### src/chan_block_defines.svh
// Constants for the per-channel blocking output generator.
// Assumes inclusion by bare name from the design module.
`ifndef CHAN_BLOCK_DEFINES_SVH
`define CHAN_BLOCK_DEFINES_SVH

// Register byte addresses on the parallel port
`define RX_BLOCK_SEL_A_ADDR 8'h88
`define RX_BLOCK_SEL_B_ADDR 8'h89
`define RX_BLOCK_SEL_C_ADDR 8'h8a
`define RX_BLOCK_SEL_D_ADDR 8'h8b
`define TX_BLOCK_SEL_A_ADDR 8'h8c
`define TX_BLOCK_SEL_B_ADDR 8'h8d
`define TX_BLOCK_SEL_C_ADDR 8'h8e
`define TX_BLOCK_SEL_D_ADDR 8'h8f
// Mask down to the base of each set, used for the set-hit decode
`define BLOCK_SET_MASK 8'hfc
// Reset value of every selection register
`define BLOCK_SEL_RESET 8'h00
// Channels per frame
`define T1_CHANNELS 6'h18
`define E1_CHANNELS 6'h20

`endif

### src/chan_block_pkg.sv
// Types for the per-channel blocking output generator.
// Assumes the defines header is compiled alongside.
package chan_block_pkg;

  // One register-port access, taken in a single clk_sys cycle
  typedef struct packed {
    logic       wr;
    logic       rd;
    logic [7:0] addr;
    logic [7:0] wdata;
  } reg_req_s;

  // Channel position of one direction's backplane counter
  typedef struct packed {
    logic       valid;
    logic [4:0] chan;
  } slot_pos_s;

endpackage : chan_block_pkg

### src/channel_blocking_outputs.sv
// Per-channel blocking outputs for one port: eight selection registers
// and the two gate pins they drive.
// Assumes the channel counters run on clk_sys and present a zero-based
// channel index that is stable for the whole time slot.
// Operating notes
// Each direction has its own slot position, so the two gates run from
// independent counters and may sit in different channels at any time.
// The gate is a flip-flop: it follows the channel index one clk_sys cycle
// late, which the far side must allow for when it gates its clock.
// The first valid cycle after the counter was idle always counts as a
// slot boundary, whatever channel index it carries, so a frame that
// starts at the top channel still gates correctly.
// A write that lands in the middle of a slot changes the stored bit at
// once but the gate only at the next boundary; this keeps a channel from
// being chopped into a partial clock burst.
// The line mode is sampled at every boundary; changing it while the
// counters run takes effect one slot later.
// Reads of unmapped addresses return zero and raise no error; writes to
// them are dropped.
// The register port is single-cycle: a strobe taken on an edge is done
// by the next edge, so back-to-back accesses need no wait states.
`timescale 1ns/10ps
`include "chan_block_defines.svh"

module channel_blocking_outputs #(
  parameter int NUM_REGS = 4
) (
  // Clock and reset
  input  wire logic clk_sys,
  input  wire logic srst,
  // Register port
  input  wire chan_block_pkg::reg_req_s reg_req,
  output logic [7:0] reg_rdata,
  output logic reg_hit,
  // Line mode: 1 selects T1, 0 selects E1
  input  wire logic t1_mode,
  // Backplane channel positions
  input  wire chan_block_pkg::slot_pos_s rx_slot,
  input  wire chan_block_pkg::slot_pos_s tx_slot,
  // Gate outputs
  output logic rx_gate_out,
  output logic tx_gate_out
);

  // Selection storage, one byte per register index and direction
  logic [7:0] rx_sel_r [NUM_REGS];
  logic [7:0] tx_sel_r [NUM_REGS];
  // Flattened channel maps, bit c is zero-based channel c
  logic [31:0] rx_map;
  logic [31:0] tx_map;
  // Channels that exist in the current line mode, bit c for channel c
  logic [31:0] chan_live;
  // Address decode
  wire rx_set_hit;
  wire tx_set_hit;
  wire wr_rx;
  wire wr_tx;
  wire [1:0] reg_idx;
  // Register view under the names software uses
  wire [7:0] rx_block_sel_a;
  wire [7:0] rx_block_sel_b;
  wire [7:0] rx_block_sel_c;
  wire [7:0] rx_block_sel_d;
  wire [7:0] tx_block_sel_a;
  wire [7:0] tx_block_sel_b;
  wire [7:0] tx_block_sel_c;
  wire [7:0] tx_block_sel_d;
  // Read selection ahead of the read data flip-flops
  wire [7:0] rd_sel;
  // Gate state per direction
  logic rx_gate_r;
  logic tx_gate_r;
  logic rx_gate_nxt;
  logic tx_gate_nxt;
  logic [4:0] rx_chan_r;
  logic [4:0] tx_chan_r;
  logic rx_vld_r;
  logic tx_vld_r;
  wire rx_edge;
  wire tx_edge;
  wire rx_pick;
  wire tx_pick;
  wire [5:0] frame_chans;

  // Address decode: each set is four consecutive bytes
  assign rx_set_hit = (reg_req.addr & `BLOCK_SET_MASK) == `RX_BLOCK_SEL_A_ADDR;
  assign tx_set_hit = (reg_req.addr & `BLOCK_SET_MASK) == `TX_BLOCK_SEL_A_ADDR;
  assign reg_idx = reg_req.addr[1:0];
  assign reg_hit = rx_set_hit | tx_set_hit;
  // Unmapped writes fall through both strobes and are dropped
  assign wr_rx = reg_req.wr && rx_set_hit;
  assign wr_tx = reg_req.wr && tx_set_hit;

  // Selection registers, one generate entry per register index
  for (genvar k = 0; k < NUM_REGS; k++) begin : g_sel
    always_ff @(posedge clk_sys) begin
      if (srst) begin
        rx_sel_r[k] <= `BLOCK_SEL_RESET;
        tx_sel_r[k] <= `BLOCK_SEL_RESET;
      end else if (reg_idx == 2'(k)) begin
        if (wr_rx) rx_sel_r[k] <= reg_req.wdata;
        if (wr_tx) tx_sel_r[k] <= reg_req.wdata;
      end
    end
    // Register k, bit n maps to zero-based channel 8*k+n
    assign rx_map[8*k +: 8] = rx_sel_r[k];
    assign tx_map[8*k +: 8] = tx_sel_r[k];
  end

  // Named register view; the fourth byte of each set holds channels 24 to 31
  assign rx_block_sel_a = rx_sel_r[0];
  assign rx_block_sel_b = rx_sel_r[1];
  assign rx_block_sel_c = rx_sel_r[2];
  assign rx_block_sel_d = rx_sel_r[3];
  assign tx_block_sel_a = tx_sel_r[0];
  assign tx_block_sel_b = tx_sel_r[1];
  assign tx_block_sel_c = tx_sel_r[2];
  assign tx_block_sel_d = tx_sel_r[3];

  // Read selection by full address; anything outside both sets reads zero
  assign rd_sel = (reg_req.addr == `RX_BLOCK_SEL_A_ADDR) ? rx_block_sel_a :
                  (reg_req.addr == `RX_BLOCK_SEL_B_ADDR) ? rx_block_sel_b :
                  (reg_req.addr == `RX_BLOCK_SEL_C_ADDR) ? rx_block_sel_c :
                  (reg_req.addr == `RX_BLOCK_SEL_D_ADDR) ? rx_block_sel_d :
                  (reg_req.addr == `TX_BLOCK_SEL_A_ADDR) ? tx_block_sel_a :
                  (reg_req.addr == `TX_BLOCK_SEL_B_ADDR) ? tx_block_sel_b :
                  (reg_req.addr == `TX_BLOCK_SEL_C_ADDR) ? tx_block_sel_c :
                  (reg_req.addr == `TX_BLOCK_SEL_D_ADDR) ? tx_block_sel_d :
                  8'h00;

  // Read data, registered so the data output comes from flip-flops
  always_ff @(posedge clk_sys) begin
    if (srst) begin
      reg_rdata <= 8'h00;
    end else if (reg_req.rd) begin
      reg_rdata <= rd_sel;
    end
  end

  // Frame length per mode; channels at or past it never gate
  assign frame_chans = t1_mode ? `T1_CHANNELS : `E1_CHANNELS;

  // Per-channel existence mask; costs 32 comparators but keeps the gate path flat
  for (genvar c = 0; c < 32; c++) begin : g_live
    assign chan_live[c] = 6'(c) < frame_chans;
  end

  // Slot boundary: a new channel index, or the first valid cycle after idle
  assign rx_edge = rx_slot.valid && (!rx_vld_r || rx_slot.chan != rx_chan_r);
  assign tx_edge = tx_slot.valid && (!tx_vld_r || tx_slot.chan != tx_chan_r);

  // Level wanted for the current slot, each from its own direction's map only
  assign rx_pick = chan_live[rx_slot.chan] && rx_map[rx_slot.chan];
  assign tx_pick = chan_live[tx_slot.chan] && tx_map[tx_slot.chan];

  // Next receive gate level: low while idle, re-chosen only at a boundary
  always_comb begin
    rx_gate_nxt = rx_gate_r;
    if (!rx_slot.valid) begin
      rx_gate_nxt = 1'b0;
    end else if (rx_edge) begin
      rx_gate_nxt = rx_pick;
    end
  end

  // Next transmit gate level, same scheme on the transmit counter
  always_comb begin
    tx_gate_nxt = tx_gate_r;
    if (!tx_slot.valid) begin
      tx_gate_nxt = 1'b0;
    end else if (tx_edge) begin
      tx_gate_nxt = tx_pick;
    end
  end

  // Gate levels latch once per slot so a mid-slot write cannot chop a channel
  always_ff @(posedge clk_sys) begin
    if (srst) begin
      rx_gate_r <= 1'b0;
      tx_gate_r <= 1'b0;
      rx_chan_r <= 5'h1f;
      tx_chan_r <= 5'h1f;
      rx_vld_r <= 1'b0; // First valid cycle after reset is a boundary
      tx_vld_r <= 1'b0;
    end else begin
      rx_gate_r <= rx_gate_nxt;
      tx_gate_r <= tx_gate_nxt;
      rx_chan_r <= rx_slot.chan;
      tx_chan_r <= tx_slot.chan;
      rx_vld_r <= rx_slot.valid;
      tx_vld_r <= tx_slot.valid;
    end
  end

  // Pins straight from the gate flip-flops, free of decode glitches
  assign rx_gate_out = rx_gate_r;
  assign tx_gate_out = tx_gate_r;

endmodule : channel_blocking_outputs

### config.mk
export PLATFORM = sky130hd
export DESIGN_NAME = channel_blocking_outputs
export DESIGN_NICKNAME = d
export VERILOG_FILES = /design/src/chan_block_pkg.sv /design/src/channel_blocking_outputs.sv
export VERILOG_INCLUDE_DIRS = /design/src /design/src/src
export SDC_FILE = /design/constraint.sdc
export NUM_CORES = 1
export LEC_CHECK = 0
export ABC_CLOCK_PERIOD_IN_PS = 4840
export BUFFER_PORTS_ARGS = -buffer_cell sky130_fd_sc_hd__buf_2
export CORE_ASPECT_RATIO = 1.2
export CORE_UTILIZATION = 50
export CTS_BUF_LIST = sky130_fd_sc_hd__clkbuf_4
export CTS_CLUSTER_DIAMETER = 100
export DETAILED_ROUTE_END_ITERATION = 10
export HOLD_SLACK_MARGIN = 0.1
export PLACE_DENSITY_LB_ADDON = 0.3
export SKIP_LAST_GASP = 1
export SYNTH_ARGS = -nofsm -noshare
export SYNTH_HDL_FRONTEND = slang
export SYNTH_SLANG_ARGS = --single-unit
### constraint.sdc
create_clock -name clk_sys -period 4.84 [get_ports clk_sys]
set_input_delay 0.968 -clock clk_sys [delete_from_list [all_inputs] [get_ports clk_sys]]
set_output_delay 0.968 -clock clk_sys [all_outputs]
set_load 0.05 [all_outputs]
## Word level (Yosys, flattened, before mapping)

Memory sizes are Yosys's and may differ from the RTL's.
Cells that the tools add are included.
W data, S select, Z words.

| cells by class | value |
|---|---|
| order comparisons | 34 |
| equal/unequal tests | 15 |
| muxes and demuxes | 53 |
| bitwise gates (word level) | 11 |
| reductions and logical operators | 13 |

Operators by type and width:

| operator | count |
|---|---|
| $mux W8 | 16 |
| $lt A5 B6 Y1 const A | 16 |
| $eq A8 B8 Y1 const B | 8 |
| $lt A4 B6 Y1 const A | 8 |
| $mux W1 | 32 |
| $lt A3 B6 Y1 const A | 4 |
| $bmux W1 S5 | 4 |
| $eq A6 B6 Y1 const B | 2 |
| $lt A1 B6 Y1 const A | 2 |
| $lt A2 B6 Y1 const A | 2 |
| $lt A5 B6 Y1 const B | 2 |
| $ne A5 B5 Y1 | 2 |
| $or A1 B1 Y1 | 9 |
| $logic_and A1 B1 Y1 | 6 |
| $mux W6 | 1 |
| $eq A2 B2 Y1 const B | 2 |
| $reduce_or A2 Y1 | 2 |
| $eq A2 B1 Y1 const B | 1 |
| $logic_not A1 Y1 | 2 |
| $logic_not A2 Y1 | 1 |
| $logic_or A1 B1 Y1 | 2 |
| $not A1 Y1 | 2 |

| word-level totals | value |
|---|---|
| register bits | 22 |
| memory bits (writable) | 64 |
| bits of input ports | 33 |
| memories | 2 |

Memory list:

| memory | depth | bits a word | read ports | clocked after memory_dff | write ports | line | RTL |
|---|---|---|---|---|---|---|---|
| rx_sel_r | 4 | 8 | 4 | 0 | 4 | channel_blocking_outputs.sv:46 | `logic [7:0] rx_sel_r [NUM_REGS];` |
| tx_sel_r | 4 | 8 | 4 | 0 | 4 | channel_blocking_outputs.sv:47 | `logic [7:0] tx_sel_r [NUM_REGS];` |

## Longest topological paths before layout

Gate-level depths: netlist (run 1).

| logic depth | value |
|---|---|
| word-level depth | 9 |
| gate-level depth with buffers | 7 |
| depth with buffers taken out | 6 |

## Least setup slack after synthesis (run 1)

Ideal clock, no wire load.

| path | value |
|---|---|
| kind | input-to-reg |
| from | in reg_req[11] (netlist name) |
| to | mem tx_sel_r[1][0], enable pin |
| data arrival time | 2.183 ns |
| data required time | 4.465 ns |
| slack | 2.283 ns |
| cell stages on the path | 5 |
| path buffers | 0 |
| cells stage by stage | nor2b_1 -> nand3_1 -> inv_2 -> nand3_1 -> o21bai_1 |

RTL lines:

| element | line | RTL |
|---|---|---|
| start: declaration | channel_blocking_outputs.sv:32 | `input wire chan_block_pkg::reg_req_s reg_req,` |
| end: declaration | channel_blocking_outputs.sv:47 |  |

## Final worst setup path (run 1)

| path | value |
|---|---|
| from | in reg_req[12] (netlist name) |
| to | out reg_hit |

| on the way | value |
|---|---|
| cells in the longest elaborated chain, start to end | 2 |
| elaborated cells on any way between the ends | 3 |

Ends and longest elaborated chain:

| element | line | RTL |
|---|---|---|
| $eq A6 B6 Y1 (no line) | - |  |
| $or A1 B1 Y1 * | channel_blocking_outputs.sv:89 | `assign reg_hit = rx_set_hit \| tx_set_hit;` |
| end: declaration | channel_blocking_outputs.sv:34 | `output logic reg_hit,` |

Every way passes the cells marked *; elsewhere a longest branch is shown, timed or not.

==> results.toml, run 1 <==
[global_routing]
grt_pass1_wl_um = 15300
gr-usage-met2 = 0.360
antenna_found_initial = 0
gr-total-overflow = 0
track_usage = 0.233
grt_max_degree = 31
grt_pass1_vias = 2841
grt.busiest_layer = "met2"
met1_usage = 0.306
use_met3 = 0.0458

[clocking]
hold_buffers = 0
max-clock-path-buffers = 2
cts_buffers = 9
clock-sinks = 86
htreeDepth = 3
path_clk_slew_ns = 0.15
cts-root-buf = "clkbuf_4"
insertion_delay_ns = 0.46
post_cts_buffers = 0
cts_tree = "built"
ctsResizeCount = 0

[detailed_routing]
vias_per_cell = 5.74
detail_route.wl_per_cell_um = 19.3
ant_nets = 0
vias = 2888
dr.pass1.iters = 4
routed_wirelength_um = 9730
drtIter0Drc = 249
drc = 0

[logic_synthesis]
yosysSeqAreaShare = 0.536
ys_seq_elements = 86
yosysTopAreaCellShare = 0.436
synth_top_cell_by_area = "edfxtp_1"
synth_area_per_cell_um2 = 12.7
async_reset_ff_frac = 0
ys.flop_type = "edfxtp_1"
yosys_warnings = 0
syn_nets = 379
yosys-top-cells-area = "edfxtp_1 (44%), mux4_2 (10%), dfxtp_1 (10%)"
synth_edf_count = 64
ys_types = 44
syn_inst = 346
netlist_area_um2 = 4410

[finish]
multiInputGateArea_um2 = 1900
area_growth_pct = 9.96
fill_cells = 691
most-common-layout-cells = "and2_1 (64), edfxtp_1 (64), buf_2 (43)"
n_antenna_cell = 0
fin_nets = 414
regArea_um2 = 2360
layout-drive-gt1-share = 0.251

[sta]
period_needed_ns = 2.81
min_period_over_period = 0.582
hold_viol = 0
tightest_slew_ns = 0.723
setup_viol = 0
skew_ns = 0.0257
fmax_ghz = 0.355
rsz0062_at_grt = "no"
fin_setup_tns_ns = 0
relSlewSlack = 0.517
slew_viol_final = 0

[floorplanning]
die_area_um2 = 9200
fp.dieW_um = 87.7
core-area_um2 = 8560
initial_core_util = 0.515
placementRows = 37
die_y_um = 105
io_pins = 44

[worst_setup_path]
end_kind = "primary output"
rr_startpoint = "tx_sel_r[0][5]"
cp-start-kind = "primary input"
worstPathArrival_ns = 1.85
crit_path_max_fanout = 7
r2r_end = "tx_gate_out"
cp.required_ns = 3.87
worstRegToRegCells = 5
startpoint = "reg_req[12]"
worstSetupPathType = "primary input to primary output"
r2r_slack_ns = 3.24

[placement]
gp_congestion = 0.830
io_buffer_count = 43
dpl.hpwl_um = 7250

[pwr]
irDropWorstVdd_uv = 134
power.density_nw_per_um2 = 316
total_power_mw = 1.53
p_leak_nw = 1.80

[min_path]
hold_start = "reg_rdata[0]"
whs_endpoint = "reg_rdata[0]"
min_path_type = "register to register"
hold_depth = 2

[flow_run]
cap_violations = 0

[outcome]
status = "completed"
==> flip-flops by register name, summed over array words and instances (netlist names) <==
name and cells:
reg_rdata 8, tx_vld_r 1, rx_gate_out 1, tx_sel_r 32, rx_vld_r 1, tx_chan_r 5, rx_chan_r 5, rx_sel_r 32
tx_gate_out 1
==> where the power goes <==
| group | total (mW) | internal [mW] | switching [mW] |
|---|---|---|---|
| clock | 0.510 | 0.266 | 0.243 |
| combinational | 0.173 | 0.0745 | 0.0989 |
| sequential | 0.847 | 0.826 | 0.0215 |
| total | 1.53 | 1.17 | 0.364 |
==> layer usage <==
layer	part of all wire	wire length (um)	vias to the layer above
li1	-	-	1355
met1	0.42	4060	1390
met2	0.49	4740	122
met3	0.068	658	21
met4	0.027	267	0
met5	0	0	-
==> cell type report <==
type,instances,area share
sequential,86,0.487
multi-input combinational,232,0.393
timing repair buffer,43,0.0444
tap,117,0.0302
clock inverter,6,0.0227
clock buffer,10,0.0155
inverter,9,0.00697
==> metrics by stage <==
stage / hold WS (ns) / area, um2 / instances / worst slack [ns] / util
global route: 0.476 / 4850 / 503 / 1.95 / 0.566
finish: 0.457 / 4850 / 503 / 2.03 / 0.566
global placement: 0.435 / 4660 / 487 / 2.07 / 0.544
CTS: 0.458 / 4850 / 503 / 2.04 / 0.566
detailed placement: 0.439 / 4660 / 487 / 2.03 / 0.544
floorplan: 0.462 / 4410 / 346 / 2.28 / -
==> synth_stat cells (all sizes together), types with 6 or more instances <==
cell	n
and2	64
edfxtp	64
mux4	24
dfxtp	22
nor2	21
nand2	16
o21ai	15
buf	14
mux2i	10
or2	10
inv	9
a21oi	7
xor2	6
==> logic make-up (layout without fill, tap and decap cells) <==
kind of cell	Yosys count	count (layout)	synth area share
AO/OA/AOI/OAI	50	50	0.0818
XOR/XNOR	10	10	0.0199
buffers and inverters	28	68	0.0321
flip-flops	86	86	0.536
multiplexers	38	38	0.159
AND/OR/NAND/NOR	134	134	0.171
==> worst max-delay path by stage <==
| stage | cells past startpoint | end |
|---|---|---|
| 2_1_floorplan | 5 | tx_sel_r[1][0] |
| 3_3_place_gp | 5 | reg_hit |
| 3_5_place_dp | 4 | rx_sel_r[0][6] |
| 4_1_cts | 5 | reg_hit |
| 5_1_grt | 5 | reg_hit |
| 6_report | 5 | reg_hit |
==> critical path, cell delays in order <==
cell	delay (ns)
buf_2	0.09
nor2_1	0.14
nand3_1	0.23
inv_2	0.15
buf_2	0.27
Note: power is estimated with default switching activity, not from simulation.
==> inputs of run 2 (changes only) <==
ABC_CLOCK_PERIOD_IN_PS = 2400   (was 4840)
clock period = 2.4 ns   (was 4.84 ns; I/O delays follow)
==> results.toml, run 2 (synthesis results as in run 1) <==
[global_routing]
grt_pass1_vias = 2875
track_usage = 0.234
grt_max_degree = 31
gr-total-overflow = 0
antenna_found_initial = 0
grt_pass1_wl_um = 15400

[finish]
area_growth_pct = 10.2
fin_nets = 422
stdcell_area_um2 = 4860
fin_cells = 511
most-common-layout-cells = "and2_1 (64), edfxtp_1 (64), buf_2 (43)"
reg.largest.list = "rx_sel_r x32, tx_sel_r x32, reg_rdata x8"
layout-drive-gt1-share = 0.266
n_antenna_cell = 0

[clocking]
cts_tree = "built"
ctsResizeCount = 0
insertion_delay_ns = 0.45
htreeDepth = 3
post_cts_buffers = 0
clock-sinks = 86
hold_buffers = 0
max-clock-path-buffers = 2
cts_buffers = 9
path_clk_slew_ns = 0.15
cts-root-buf = "clkbuf_4"

[worst_setup_path]
end_kind = "primary output"
worstRegToRegCells = 5
worstSetupPathType = "primary input to primary output"
cp.required_ns = 1.92
worstPathArrival_ns = 1.29
cp-start-kind = "primary input"
path_cells = "buf_2, nor2b_1, nand3_1, inv_2, buf_4, buf_2"
slowest_delay_ns = 0.25
crit_slowest_cell = "buf_2"
path_common_cell = "buf_2"
crit_path_max_fanout = 3

[pwr]
power.density_nw_per_um2 = 596
power_frac_seq = 0.590
p_leak_nw = 1.82
p_int_mw = 2.15
p_comb_frac = 0.123
p_sw_mw = 0.747
swShare = 0.258
irDropWorstVdd_uv = 247
power_frac_clock = 0.287

[placement]
gp_congestion = 0.826
dp_slack_ns = 0.292
io_buffer_count = 43
dpl.hpwl_um = 7400
placedInstanceArea_um2 = 4720
dp.cells = 495

[sta]
tightest_slew_ns = 0.704
relSlewSlack = 0.530
rsz0062_at_grt = "no"
finalWorstSetupSlack_ns = 0.627
fmax_ghz = 0.564
hold_viol = 0
slew_viol_final = 0
fin_setup_tns_ns = 0
period_needed_ns = 1.77
min_period_over_period = 0.739
skew_ns = 0.0257
setup_viol = 0
holdWs_ns = 0.285

[floorplanning]
fp.dieW_um = 87.7
initial_core_util = 0.515
io_pins = 44
die_area_um2 = 9200
core-area_um2 = 8560
die_y_um = 105
placementRows = 37

[detailed_routing]
vias_per_cell = 5.81
ant_nets = 0
routed_wirelength_um = 9950
detail_route.wl_per_cell_um = 19.5
drc = 0
dr.pass1.iters = 5
drtIter0Drc = 270
vias = 2970

[flow_run]
cap_violations = 0

[min_path]
hold_depth = 2
min_path_type = "primary input to register"

[outcome]
status = "completed"
==> run 2: cell types whose count changed in the layout (fill, tap and decap cells not counted), sizes merged <==
cell / delta
clkinv: +2
bufinv: -2
buf: +8
inv: +1
clkinvlp: -1
==> run 2: cell type report <==
| cell class | instances | area, um2 |
|---|---|---|
| Fill cell | 713 | 3710 |
| Sequential cell | 86 | 2360 |
| Multi-Input combinational cell | 232 | 1900 |
| Timing Repair Buffer | 51 | 275 |
| Tap cell | 117 | 146 |
| Clock buffer | 10 | 75.1 |
| Clock inverter | 6 | 61.3 |
| Inverter | 9 | 33.8 |
==> run 2: per-stage QoR <==
| stage | total power, mW | utilization |
|---|---|---|
| finish | 2.90 | 0.567 |
| global route | 3.01 | 0.567 |
| CTS | 2.91 | 0.567 |
| detailed placement | 2.10 | 0.551 |
| global placement | 2.09 | 0.551 |
| floorplan | 1.97 | - |
==> run 2: final timing paths <==
path | start | to | slack (ns)
setup / recovery | reg_req[13] | reg_hit | 0.63
hold / removal | tx_slot[5] | tx_vld_r | 0.29
setup reg to reg | rx_sel_r[0][5] | rx_gate_out | 0.82
hold reg to reg | reg_rdata[6] | reg_rdata[6] | 0.46
==> run 2: power groups by stage <==
stage	registers (mW)	logic [mW]	clock network [mW]
floorplan	1.74	0.235	0
global placement	1.74	0.352	0
detailed placement	1.74	0.357	0
CTS	1.71	0.358	0.841
global route	1.72	0.386	0.910
finish	1.71	0.356	0.832
==> run 2: per-layer routing <==
| metal | routed length [um] | vias to the layer above | GRT usage |
|---|---|---|---|
| li1 | - | 1371 | - |
| met1 | 4230 | 1439 | 0.314 |
| met2 | 4860 | 144 | 0.363 |
| met3 | 655 | 16 | 0.0513 |
| met4 | 201 | 0 | 0.103 |
| met5 | 0 | - | 0 |
==> run 2: worst max-delay path: cells and delay by family <==
kind | cells | cell delay [ns]
buffers and inverters | 4 | 0.55
AND/OR/NAND/NOR | 2 | 0.27
